===== src/design/orwg_pkg.sv =====
// package: address map, reset values and carriers for the ram write guard
package orwg_pkg;
   // ************************************************************
   // page address ranges
   // ************************************************************
   localparam logic [31:0] ORWG_PAGE0_BASE      = 32'hFFF80000;
   localparam logic [31:0] ORWG_PAGE0_LAST      = 32'hFFF81FFF;
   localparam logic [31:0] ORWG_PAGE1_BASE      = 32'hFFF82000;
   localparam logic [31:0] ORWG_PAGE1_LAST_BIG  = 32'hFFF83FFF;
   localparam logic [31:0] ORWG_PAGE1_LAST_SML  = 32'hFFF82FFF;
   localparam logic [31:0] ORWG_PAGE2_BASE      = 32'hFFF84000;
   localparam logic [31:0] ORWG_PAGE2_LAST      = 32'hFFF85FFF;
   // ************************************************************
   // enable bits
   // ************************************************************
   localparam int          ORWG_PAGES           = 3;
   localparam int          ORWG_PAGE0_BIT       = 0;
   localparam int          ORWG_PAGE1_BIT       = 1;
   localparam int          ORWG_PAGE2_BIT       = 2;
   localparam logic [2:0]  ORWG_ALLOW_RESET     = 3'h7;

   typedef struct packed {
      logic        valid;
      logic        write;
      logic [31:0] addr;
      logic [31:0] wdata;
      logic [3:0]  be;
   } orwg_req_t;

   typedef struct packed {
      logic        done;
      logic        err;
      logic [31:0] rdata;
   } orwg_rsp_t;
endpackage


===== src/design/orwg_guard.sv =====
// on-chip ram write guard: three page allow bits gate writes to the ram
`timescale 1ns/1ps
`default_nettype none
module orwg_guard
   import orwg_pkg::*;
#(
   parameter bit SMALL_VARIANT = 1'b0
)
(
   input  wire logic               clk,
   input  wire logic               arst_n,
   input  wire orwg_pkg::orwg_req_t cpu_req,
   output orwg_pkg::orwg_rsp_t     cpu_rsp,
   input  wire logic               allow_wr,
   input  wire logic [2:0]         allow_wdata,
   output logic [2:0]              allow_rdata,
   output logic                    ram_we,
   output logic [31:0]             ram_addr,
   output logic [31:0]             ram_wdata,
   output logic [3:0]              ram_be,
   output logic                    ram_re,
   input  wire logic [31:0]        ram_rdata,
   output logic                    write_blocked
);
   import orwg_pkg::*;

   localparam logic [31:0] PAGE1_LAST = SMALL_VARIANT ? ORWG_PAGE1_LAST_SML
                                                      : ORWG_PAGE1_LAST_BIG;

   typedef enum logic [1:0]
   {
      ORWG_IDLE  = 2'b00,
      ORWG_RDATA = 2'b01
   } orwg_state_t;

   // ************************************************************
   // allow bits
   // ************************************************************
   logic [2:0]  allow_reg;
   logic [2:0]  hit;
   logic [2:0]  blk;
   logic        any_hit;
   logic        is_blocked;
   orwg_state_t state_reg;

   always_ff @(posedge clk or negedge arst_n)
   begin
      if (!arst_n)
         allow_reg <= ORWG_ALLOW_RESET;
      else if (allow_wr)
         allow_reg <= allow_wdata;
   end

   always_ff @(posedge clk or negedge arst_n)
   begin
      if (!arst_n)
         allow_rdata <= ORWG_ALLOW_RESET;
      else
         allow_rdata <= allow_reg;
   end

   // ************************************************************
   // page decode
   // ************************************************************
   orwg_range #(.BASE(ORWG_PAGE0_BASE), .LAST(ORWG_PAGE0_LAST)) u_page0
   (
      .addr    (cpu_req.addr),
      .allow   (allow_reg[ORWG_PAGE0_BIT]),
      .hit     (hit[0]),
      .blocked (blk[0])
   );
   orwg_range #(.BASE(ORWG_PAGE1_BASE), .LAST(PAGE1_LAST)) u_page1
   (
      .addr    (cpu_req.addr),
      .allow   (allow_reg[ORWG_PAGE1_BIT]),
      .hit     (hit[1]),
      .blocked (blk[1])
   );
   orwg_range #(.BASE(ORWG_PAGE2_BASE), .LAST(ORWG_PAGE2_LAST)) u_page2
   (
      .addr    (cpu_req.addr),
      .allow   (allow_reg[ORWG_PAGE2_BIT]),
      .hit     (hit[2]),
      .blocked (blk[2])
   );

   assign any_hit    = |hit;
   assign is_blocked = |blk;

   // ************************************************************
   // ram strobes, one cycle after the request
   // ************************************************************
   always_ff @(posedge clk or negedge arst_n)
   begin
      if (!arst_n)
      begin
         ram_we    <= 1'b0;
         ram_re    <= 1'b0;
         ram_addr  <= 32'h00000000;
         ram_wdata <= 32'h00000000;
         ram_be    <= 4'h0;
      end
      else
      begin
         ram_we    <= cpu_req.valid && cpu_req.write && any_hit && !is_blocked;
         ram_re    <= cpu_req.valid && !cpu_req.write && any_hit;
         ram_addr  <= cpu_req.addr;
         ram_wdata <= cpu_req.wdata;
         ram_be    <= cpu_req.be;
      end
   end

   always_ff @(posedge clk or negedge arst_n)
   begin
      if (!arst_n)
         write_blocked <= 1'b0;
      else
         write_blocked <= cpu_req.valid && cpu_req.write && is_blocked;
   end

   // ************************************************************
   // answer: writes one cycle, reads two
   // ************************************************************
   always_ff @(posedge clk or negedge arst_n)
   begin
      if (!arst_n)
         state_reg <= ORWG_IDLE;
      else
      begin
         case (state_reg)
            ORWG_IDLE:
               if (cpu_req.valid && !cpu_req.write)
                  state_reg <= ORWG_RDATA;
            ORWG_RDATA:
               state_reg <= ORWG_IDLE;
            default:
               state_reg <= ORWG_IDLE;
         endcase
      end
   end

   always_ff @(posedge clk or negedge arst_n)
   begin
      if (!arst_n)
         cpu_rsp <= '0;
      else
      begin
         cpu_rsp.err <= 1'b0;
         case (state_reg)
            ORWG_IDLE:
            begin
               cpu_rsp.done  <= cpu_req.valid && cpu_req.write;
               cpu_rsp.rdata <= 32'h00000000;
            end
            ORWG_RDATA:
            begin
               cpu_rsp.done  <= 1'b1;
               cpu_rsp.rdata <= ram_rdata;
            end
            default:
            begin
               cpu_rsp.done  <= 1'b0;
               cpu_rsp.rdata <= 32'h00000000;
            end
         endcase
      end
   end

   // ************************************************************
   // checks
   // ************************************************************
   AST_P0_BLOCK: assert property (@(posedge clk) disable iff (!arst_n)
      (cpu_req.valid && cpu_req.write && cpu_req.addr >= ORWG_PAGE0_BASE
       && cpu_req.addr <= ORWG_PAGE0_LAST && !allow_reg[0]) |=> !ram_we)
      else $error("page0 write passed while blocked");
   AST_P1_BLOCK: assert property (@(posedge clk) disable iff (!arst_n)
      (cpu_req.valid && cpu_req.write && cpu_req.addr >= ORWG_PAGE1_BASE
       && cpu_req.addr <= PAGE1_LAST && !allow_reg[1]) |=> !ram_we)
      else $error("page1 write passed while blocked");
   AST_P2_BLOCK: assert property (@(posedge clk) disable iff (!arst_n)
      (cpu_req.valid && cpu_req.write && cpu_req.addr >= ORWG_PAGE2_BASE
       && cpu_req.addr <= ORWG_PAGE2_LAST && !allow_reg[2]) |=> !ram_we)
      else $error("page2 write passed while blocked");
   AST_ALLOW_PASS: assert property (@(posedge clk) disable iff (!arst_n)
      (cpu_req.valid && cpu_req.write && any_hit && !is_blocked) |=>
      (ram_we && ram_addr == $past(cpu_req.addr)))
      else $error("allowed write not passed");
   AST_ALLOW_STORE: assert property (@(posedge clk) disable iff (!arst_n)
      allow_wr |=> (allow_reg == $past(allow_wdata)) ##1 (allow_rdata == $past(allow_wdata, 2)))
      else $error("allow bits not stored");
   AST_NO_WE_OFF: assert property (@(posedge clk) disable iff (!arst_n)
      ram_we |-> $past(cpu_req.valid && cpu_req.write && any_hit && !is_blocked))
      else $error("ram write without allowed request");
   AST_BLK_DONE: assert property (@(posedge clk) disable iff (!arst_n)
      (cpu_req.valid && cpu_req.write && is_blocked) |=>
      (cpu_rsp.done && !cpu_rsp.err && write_blocked && !ram_we))
      else $error("blocked write not completed quietly");
   AST_READ_OK: assert property (@(posedge clk) disable iff (!arst_n)
      (state_reg == ORWG_IDLE && cpu_req.valid && !cpu_req.write && any_hit) |=>
      ram_re ##1 (cpu_rsp.done && !cpu_rsp.err))
      else $error("read disturbed");

   COV_BLOCKED: cover property (@(posedge clk) disable iff (!arst_n) write_blocked);
   COV_WRITE:   cover property (@(posedge clk) disable iff (!arst_n) ram_we);
   COV_READ:    cover property (@(posedge clk) disable iff (!arst_n) ram_re ##1 cpu_rsp.done);
endmodule
`default_nettype wire


===== src/design/orwg_range.sv =====
// one page address window compare with its allow bit
`timescale 1ns/1ps
`default_nettype none
module orwg_range
#(
   parameter logic [31:0] BASE = 32'h00000000,
   parameter logic [31:0] LAST = 32'h00000000
)
(
   input  wire logic [31:0] addr,
   input  wire logic        allow,
   output logic             hit,
   output logic             blocked
);
   assign hit     = (addr >= BASE) && (addr <= LAST);
   assign blocked = hit && !allow;
endmodule
`default_nettype wire


===== config.mk =====
export PLATFORM = sky130hd
export DESIGN_NAME = orwg_guard
export DESIGN_NICKNAME = d
export VERILOG_FILES = /design/src/design/orwg_pkg.sv /design/src/design/orwg_guard.sv /design/src/design/orwg_range.sv
export SDC_FILE = /design/constraint.sdc
export NUM_CORES = 1
export LEC_CHECK = 0
export CAP_MARGIN = 0
export CORE_MARGIN = 5
export CORE_UTILIZATION = 30
export DETAILED_ROUTE_END_ITERATION = 8
export DONT_BUFFER_PORTS = 1
export PLACE_DENSITY = 0.51
export SYNTH_ARGS = -nofsm -noshare
export SYNTH_HDL_FRONTEND = slang
export SYNTH_SLANG_ARGS = --single-unit

===== constraint.sdc =====
create_clock -name clk -period 1.1 [get_ports clk]
set_input_delay 0.055 -clock clk [delete_from_list [all_inputs] [get_ports clk]]
set_output_delay 0.055 -clock clk [all_outputs]
set_load 0.02 [all_outputs]

== After elaboration in Yosys (flattened, before gate mapping) ==
Cells that the tools add are included.
W data, S select, Z words.

* Register bits after elaboration: 112
* Bits of input ports: 108
* Output and inout port bits: 108
* Logic and storage cells: 43

* Magnitude comparators: 6
* Eq/ne operators: 2
* Mux-type cells: 4
* Reduce and logical (&&, ||, !) cells: 20

{| class="wikitable"
|+ Operator list
! operator !! number
|-
| $ge A32 B32 Y1 const B || 3
|-
| $le A32 B32 Y1 const B || 3
|-
| $mux W32 || 1
|-
| $logic_and A1 B1 Y1 || 12
|-
| $reduce_or A3 Y1 || 2
|-
| $logic_not A1 Y1 || 5
|-
| $mux W2 || 2
|-
| $eq A2 B1 Y1 const B || 1
|-
| $logic_not A2 Y1 || 1
|-
| $ne A2 B2 Y1 const B || 1
|-
| $pmux W1 S2 || 1
|}

== Longest topological paths before layout ==
Gate-level depths: netlist (run 1).

* Word-level depth: 6
* Gate-level depth with buffers: 3
* Mapped depth without buffers: 3

== Modules after synthesis ==
A second synthesis (run 1) with hierarchy kept.

* Cell total of the unflattened synthesis: 187
* Area, all modules: 3321.9 µm²

{| class="wikitable"
|+ Modules (own cells, without submodules)
! module !! instances !! cells an instance !! area an instance (µm²) !! sequential area each (µm²)
|-
| orwg_guard || 1 || 160 || 3095.5 || 2785.2
|-
| orwg_range at u_page0 || 1 || 9 || 78.8 || 0.0
|-
| orwg_range at u_page2 || 1 || 9 || 77.6 || 0.0
|-
| orwg_range at u_page1 || 1 || 9 || 70.1 || 0.0
|}

== Worst setup path after synthesis (run 1) ==
OpenSTA, ideal clock, no wires.

* Kind: input to register
* Start point: input cpu_req[51] in the netlist's numbering
* End point: register ram_re
* Setup time: 0.107 ns
* Arrival time: 1.013 ns
* Data required time: 0.993 ns
* Path slack: -0.020 ns
* Stages on the path: 3
* Path buffers: 0
* Cell sequence: nand4b_1 -> or4b_4 -> a2111oi_4

* Longest elaborated chain between the ends: 4
* Elaborated cells between the ends (all ways): 11
* Classes of those cells: order compare (6); reduce/logical (5)

{| class="wikitable"
|+ RTL lines
! element !! RTL line !! text
|-
| start: declaration || orwg_guard.sv:12 || <nowiki>input wire orwg_pkg::orwg_req_t cpu_req,</nowiki>
|-
| $ge A32 B32 Y1 or $le A32 B32 Y1 (tied branches) || orwg_range.sv:15 || <nowiki>assign hit = (addr >= BASE) && (addr <= LAST);</nowiki>
|-
| $logic_and A1 B1 Y1 || orwg_range.sv:15 ||
|-
| $reduce_or A3 Y1 (*) || orwg_guard.sv:87 || <nowiki>assign any_hit = |hit;</nowiki>
|-
| $logic_and A1 B1 Y1 (*) || orwg_guard.sv:106 || <nowiki>ram_re <= cpu_req.valid && !cpu_req.write && any_hit;</nowiki>
|-
| end signal: assignment || orwg_guard.sv:106 ||
|-
| end: declaration || orwg_guard.sv:21 || <nowiki>output logic ram_re,</nowiki>
|}

Mark *: on every way between the ends. The rest lies on a longest branch, timed or not.
A chain may end at the register's enable or synchronous reset.

== Worst setup path after layout (run 1) ==
* Start point: input cpu_req[57] in the netlist's numbering
* End point: register ram_re

Same word-level chain as after synthesis.

==> reports/results.ini, run 1 <==
[placement]
place_hpwl_mm=5.27
place_ws_ns=-0.0278
placed_area_mm2=0.00336
placed_cells=304
gp_congestion=0.694
port_buffers=0

[yosys]
synth_nets=278
synth_common_cells=105 x dfrtp_1, 32 x and2_1, 6 x dfstp_2
synth_area_leaders=dfrtp_1 82%, and2_1 6.3%, dfstp_2 4.9%, mux2_2 1.1%, a2111oi_4 0.86%
ys_seq_area_share_pct=87.2
synth_edf_count=0
yosysMostFrequentCell=dfrtp_1
yosys_warnings=0
syn_inst=170
async_flop_share_pct=100
syn_avg_cell_area_um2=18.8
ys_ff_latch=111
synth.distinct_cells=20
synth_top_area_share_pct=82.3
netlist_area_mm2=0.00319
synth_area_leader_cell=dfrtp_1
synth_ff_type=dfrtp_1

[worst_setup_path]
path_max_fanout=3
reg2reg_from=allow_reg[2]
r2r_slack_ns=0.09
timing_worst_setup_path_type=in2reg
worstSetupEndpoint=ram_re
reg2reg_depth=3
startpoint=cpu_req[57]
arrival_ns=1.32
crit_required_ns=1.36
timing.rr.end=ram_we
startpoint_type=primary input
cp-end-kind=flop

[layout]
fin_cells=418
drive_gt1_share_pct=10.6
largestRegisters=cpu_rsp (33), ram_addr (32), ram_wdata (32)
largest-register=cpu_rsp
fin_util_pct=44.1
nets=385
fill_cells=934
area_delta_synth_final_pct=43.1
largest_register_ffs=33
antenna_cells=0
final_area_mm2=0.00457

[power_and_ir_drop]
power_mw=7.68
max-vdd-ir-drop_uv=878
p_per_area_mw_per_mm2=1680
leakagePower_nw=2.03

[floorplan]
die_area_mm2=0.0128
die_w_um=113
die_height_um=113
initial_utilization_pct=30.8
boundaryPins=216
rows=37
core_mm2=0.0104

[clock_tree]
cts_root_buf=clkbuf_8
clock_latency_ns=0.36
clockBufferDepth=2
h-tree-depth=3
cts_buffers=9
cts_sinks=111
clkTransAtPathRegs_ns=0.11
cts_tree=built

[detailed_routing]
drt_iter0_drc=116
first_pass_iters=3
viasPerCell=4.19
wire_per_inst_um=18.4
ant_nets=0
vias=1752
wl_mm=7.70
drc=0

[timing]
final-hold-violation-count=122
period_share_pct=96.7
rsz0062_at_grt=false
setup_tns_ns=0
max_freq_mhz=940
finalSetupViolations=0
finClkSkew_ns=0.00990
fin_crit_ns=1.06
final_max_slew_viol_count=0
finalWorstSetupSlack_ns=0.0360
hold_slack_ns=-0.632

[run_status]
run_status=finished with violations
failed_checks=negative hold slack

[grt]
grt_start_max_net_pins=112
grt_first_pass_wirelength_mm=11.4
grt.overflow.total=0
grt_usage_pct=11.8
grt_pass1_vias=1992
antenna_found_initial=1

[min_path]
hp-class=in2async

[job]
max_cap_violations=0

==> critical path, stage by stage <==
cell           delay (ns)
dlygate4sd3_1        0.55
or4b_4               0.52
a2111oi_4            0.19
==> worst min path at each step <==
| stage | endpoint | slack, ns | cells after the start |
|---|---|---|---|
| detailed placement | ram_wdata[11] | -0.24 | 0 |
| global placement | ram_wdata[11] | -0.24 | 0 |
| global route | ram_wdata[11] | -0.67 | 0 |
| finish | ram_wdata[11] | -0.63 | 0 |
| floorplan | cpu_rsp[0] | -0.24 | 0 |
| CTS | ram_wdata[11] | -0.66 | 0 |
==> power breakdown <==
group	internal [mW]	total, mW	switching (mW)
sequential	4.29	4.64	0.343
combinational	0.282	0.389	0.106
clock	1.31	2.66	1.34
==> area by class of cell <==
cell class	instances	area, um^2	share of cell area [%]
flip-flops and latches	111	2790	61.0
repair buffers	100	996	21.8
multi-input cells	55	394	8.63
well taps	136	170	3.72
clock buffers	9	124	2.71
clock inverters	7	100	2.19
==> cell usage in the layout (no fill, tap or decap) <==
| master | netlist | final |
|---|---|---|
| nor2_1 | 2 | 2 |
| clkbuf_8 | 0 | 9 |
| bufinv_16 | 0 | 2 |
| buf_4 | 1 | 2 |
| nand4b_1 | 1 | 1 |
| dfstp_2 | 6 | 6 |
| nand3b_1 | 1 | 1 |
| nor3_1 | 2 | 1 |
| inv_6 | 0 | 4 |
| conb_1 | 1 | 1 |
| or3_1 | 1 | 1 |
| nand2b_1 | 3 | 3 |
| nand2_1 | 1 | 1 |
| o21a_1 | 1 | 1 |
| clkinv_2 | 0 | 1 |
| a2111oi_4 | 1 | 1 |
| mux2i_1 | 2 | 2 |
| or4b_4 | 1 | 1 |
| mux2_2 | 3 | 3 |
| dlygate4sd3_1 | 0 | 98 |
| nor3_2 | 0 | 1 |
| nand4_1 | 2 | 2 |
| or4_1 | 1 | 1 |
| dfrtp_1 | 105 | 105 |
| and2_1 | 32 | 32 |
==> logic make-up (layout without fill, tap and decap cells) <==
family | Yosys count | in the layout | share of synthesized area [%]
flip-flops | 111 | 111 | 87.2
AND/OR/NAND/NOR | 47 | 47 | 9.29
multiplexers | 5 | 5 | 1.68
buffers and inverters | 4 | 116 | 0.588
AO/OA/AOI/OAI | 2 | 2 | 1.10
other | 1 | 1 | 0.117
==> routing by layer <==
layer  track usage [%]  share of wire, %
met3              6.04                13
met2              20.1                52
met5                 0             0.091
met4              4.41               1.4
met1              12.3                33
==> repair_timing <==
item	in CTS	in global routing
resized for setup	0	1
buffers inserted	0	0
setup endpoints to repair	0	1
hold buffers	90	8
hold endpoints to repair	219	130
(Power assumes the default switching activity.)
==> inputs of run 2 (changes only) <==
SYNTH_HIERARCHICAL = 1   (was default)
==> reports/results.ini, run 2 <==
[run_status]
run_status=aborted with a tool error
haltStage=4_1_cts
error_line=[ERROR RSZ-0060] Max buffer count reached.

[yosys]
ys_seq_area_share_pct=83.8
synth_top_area_share_pct=79.1
synth_nets=295
synth_xor_area_share_pct=0
synth.distinct_cells=24
synth_area_leaders=dfrtp_1 79%, and2_1 6.0%, dfstp_2 4.7%, and4_1 1.1%, mux2_2 1.0%
async_flop_share_pct=100
synth_area_leader_cell=dfrtp_1
synth_top_family_by_area=simple AND/OR/NAND/NOR gates
yosys.area_share.adder_pct=0
syn_avg_cell_area_um2=17.8
yosysMostFrequentCell=dfrtp_1
synth_edf_count=0
synth_ff_type=dfrtp_1
ys_ff_latch=111
netlist_area_mm2=0.00332
yosys_warnings=6
synth_common_cells=105 x dfrtp_1, 32 x and2_1, 6 x dfstp_2
yosys-mux-area-fraction_pct=1.02
synth_compound_gate_area_share_pct=0
synthSimpleGateAreaFrac_pct=14.4
syn_inst=187

[clock_tree]
cts_root_buf=clkbuf_8
clockBufferDepth=2
h-tree-depth=3
postCtsSetupBuffers=0
ctsResizeCount=0
cts_sinks=111
cts_buffers=9
ctsHoldBuffers=101

[placement]
gp_congestion=0.649
place_hpwl_mm=6.06
place_ws_ns=-0.163
port_buffers=0

[floorplan]
rows=38
die_w_um=115
die_height_um=115
boundaryPins=216
initial_utilization_pct=30.6

## run 2: cell types whose count changed after synthesis, sizes merged, moves of 2 or more
cell,previous run,this run
nand4b,1,4
nand4,2,4
nor4b,0,3
mux2i,2,0
nor2,2,4
nand2,1,3
nor2b,0,3
nor3,2,4
nor3b,0,2
and4,0,4
## run 2: stage by stage
step | TNS, ns | cells | instance area (um^2) | hold WS, ns
after global placement | -0.239 | 327 | 3510 | -0.238
after detailed placement | -0.309 | 327 | 3510 | -0.238
after floorplan | -0.0865 | 187 | 3330 | -0.241
## run 2: cell families after synthesis
logic type,count (synthesis)
other,1
buffers and inverters,4
DFF,111
and+or+nand+nor,68
muxes,3
==> inputs of run 3 (changes only) <==
CORE_UTILIZATION = 20   (was 30)
PLACE_DENSITY = default   (was 0.51)
PLACE_DENSITY_LB_ADDON = 0.15   (was default)
==> reports/results.ini, run 3 <==
[clock_tree]
postCtsSetupBuffers=1
h-tree-depth=3
clockBufferDepth=2
ctsHoldBuffers=101
cts_root_buf=clkbuf_16
cts_buffers=9
cts_sinks=111
ctsResizeCount=0

[yosys]
synth_top_area_share_pct=79.1
netlist_area_mm2=0.00332
synth_ff_type=dfrtp_1
syn_inst=187
yosysMostFrequentCell=dfrtp_1
syn_avg_cell_area_um2=17.8
synth_edf_count=0
synth_area_leader_cell=dfrtp_1
synth_common_cells=105 x dfrtp_1, 32 x and2_1, 6 x dfstp_2
synth_nets=295
synth_area_leaders=dfrtp_1 79%, and2_1 6.0%, dfstp_2 4.7%, and4_1 1.1%, mux2_2 1.0%
yosys_warnings=6
ys_seq_area_share_pct=83.8
ys_ff_latch=111
async_flop_share_pct=100
synth.distinct_cells=24

[run_status]
error_line=[ERROR RSZ-0060] Max buffer count reached.
haltStage=4_1_cts
run_status=aborted with a tool error

[floorplan]
initial_utilization_pct=20.2
die_w_um=139
boundaryPins=216
rows=47
die_height_um=139

[placement]
placed_area_mm2=0.00361
place_hpwl_mm=6.51
gp_congestion=0.661
placed_cells=407
port_buffers=0

run 3: cell families after synthesis:
logic type,after synthesis,share of synthesized area [%]
buf+inv,4,0.678
mux,3,1.02
other cells,1,0.113
flops,111,83.8
simple gates,68,14.3
run 3: through the flow:
stage	setup TNS (ns)	hold WS (ns)	worst slack, ns	utilization [%]
3_5_place_dp	-0.258	-0.237	-0.141	21.9
3_3_place_gp	-0.272	-0.238	-0.157	21.9
2_1_floorplan	-0.0865	-0.241	-0.0865	-
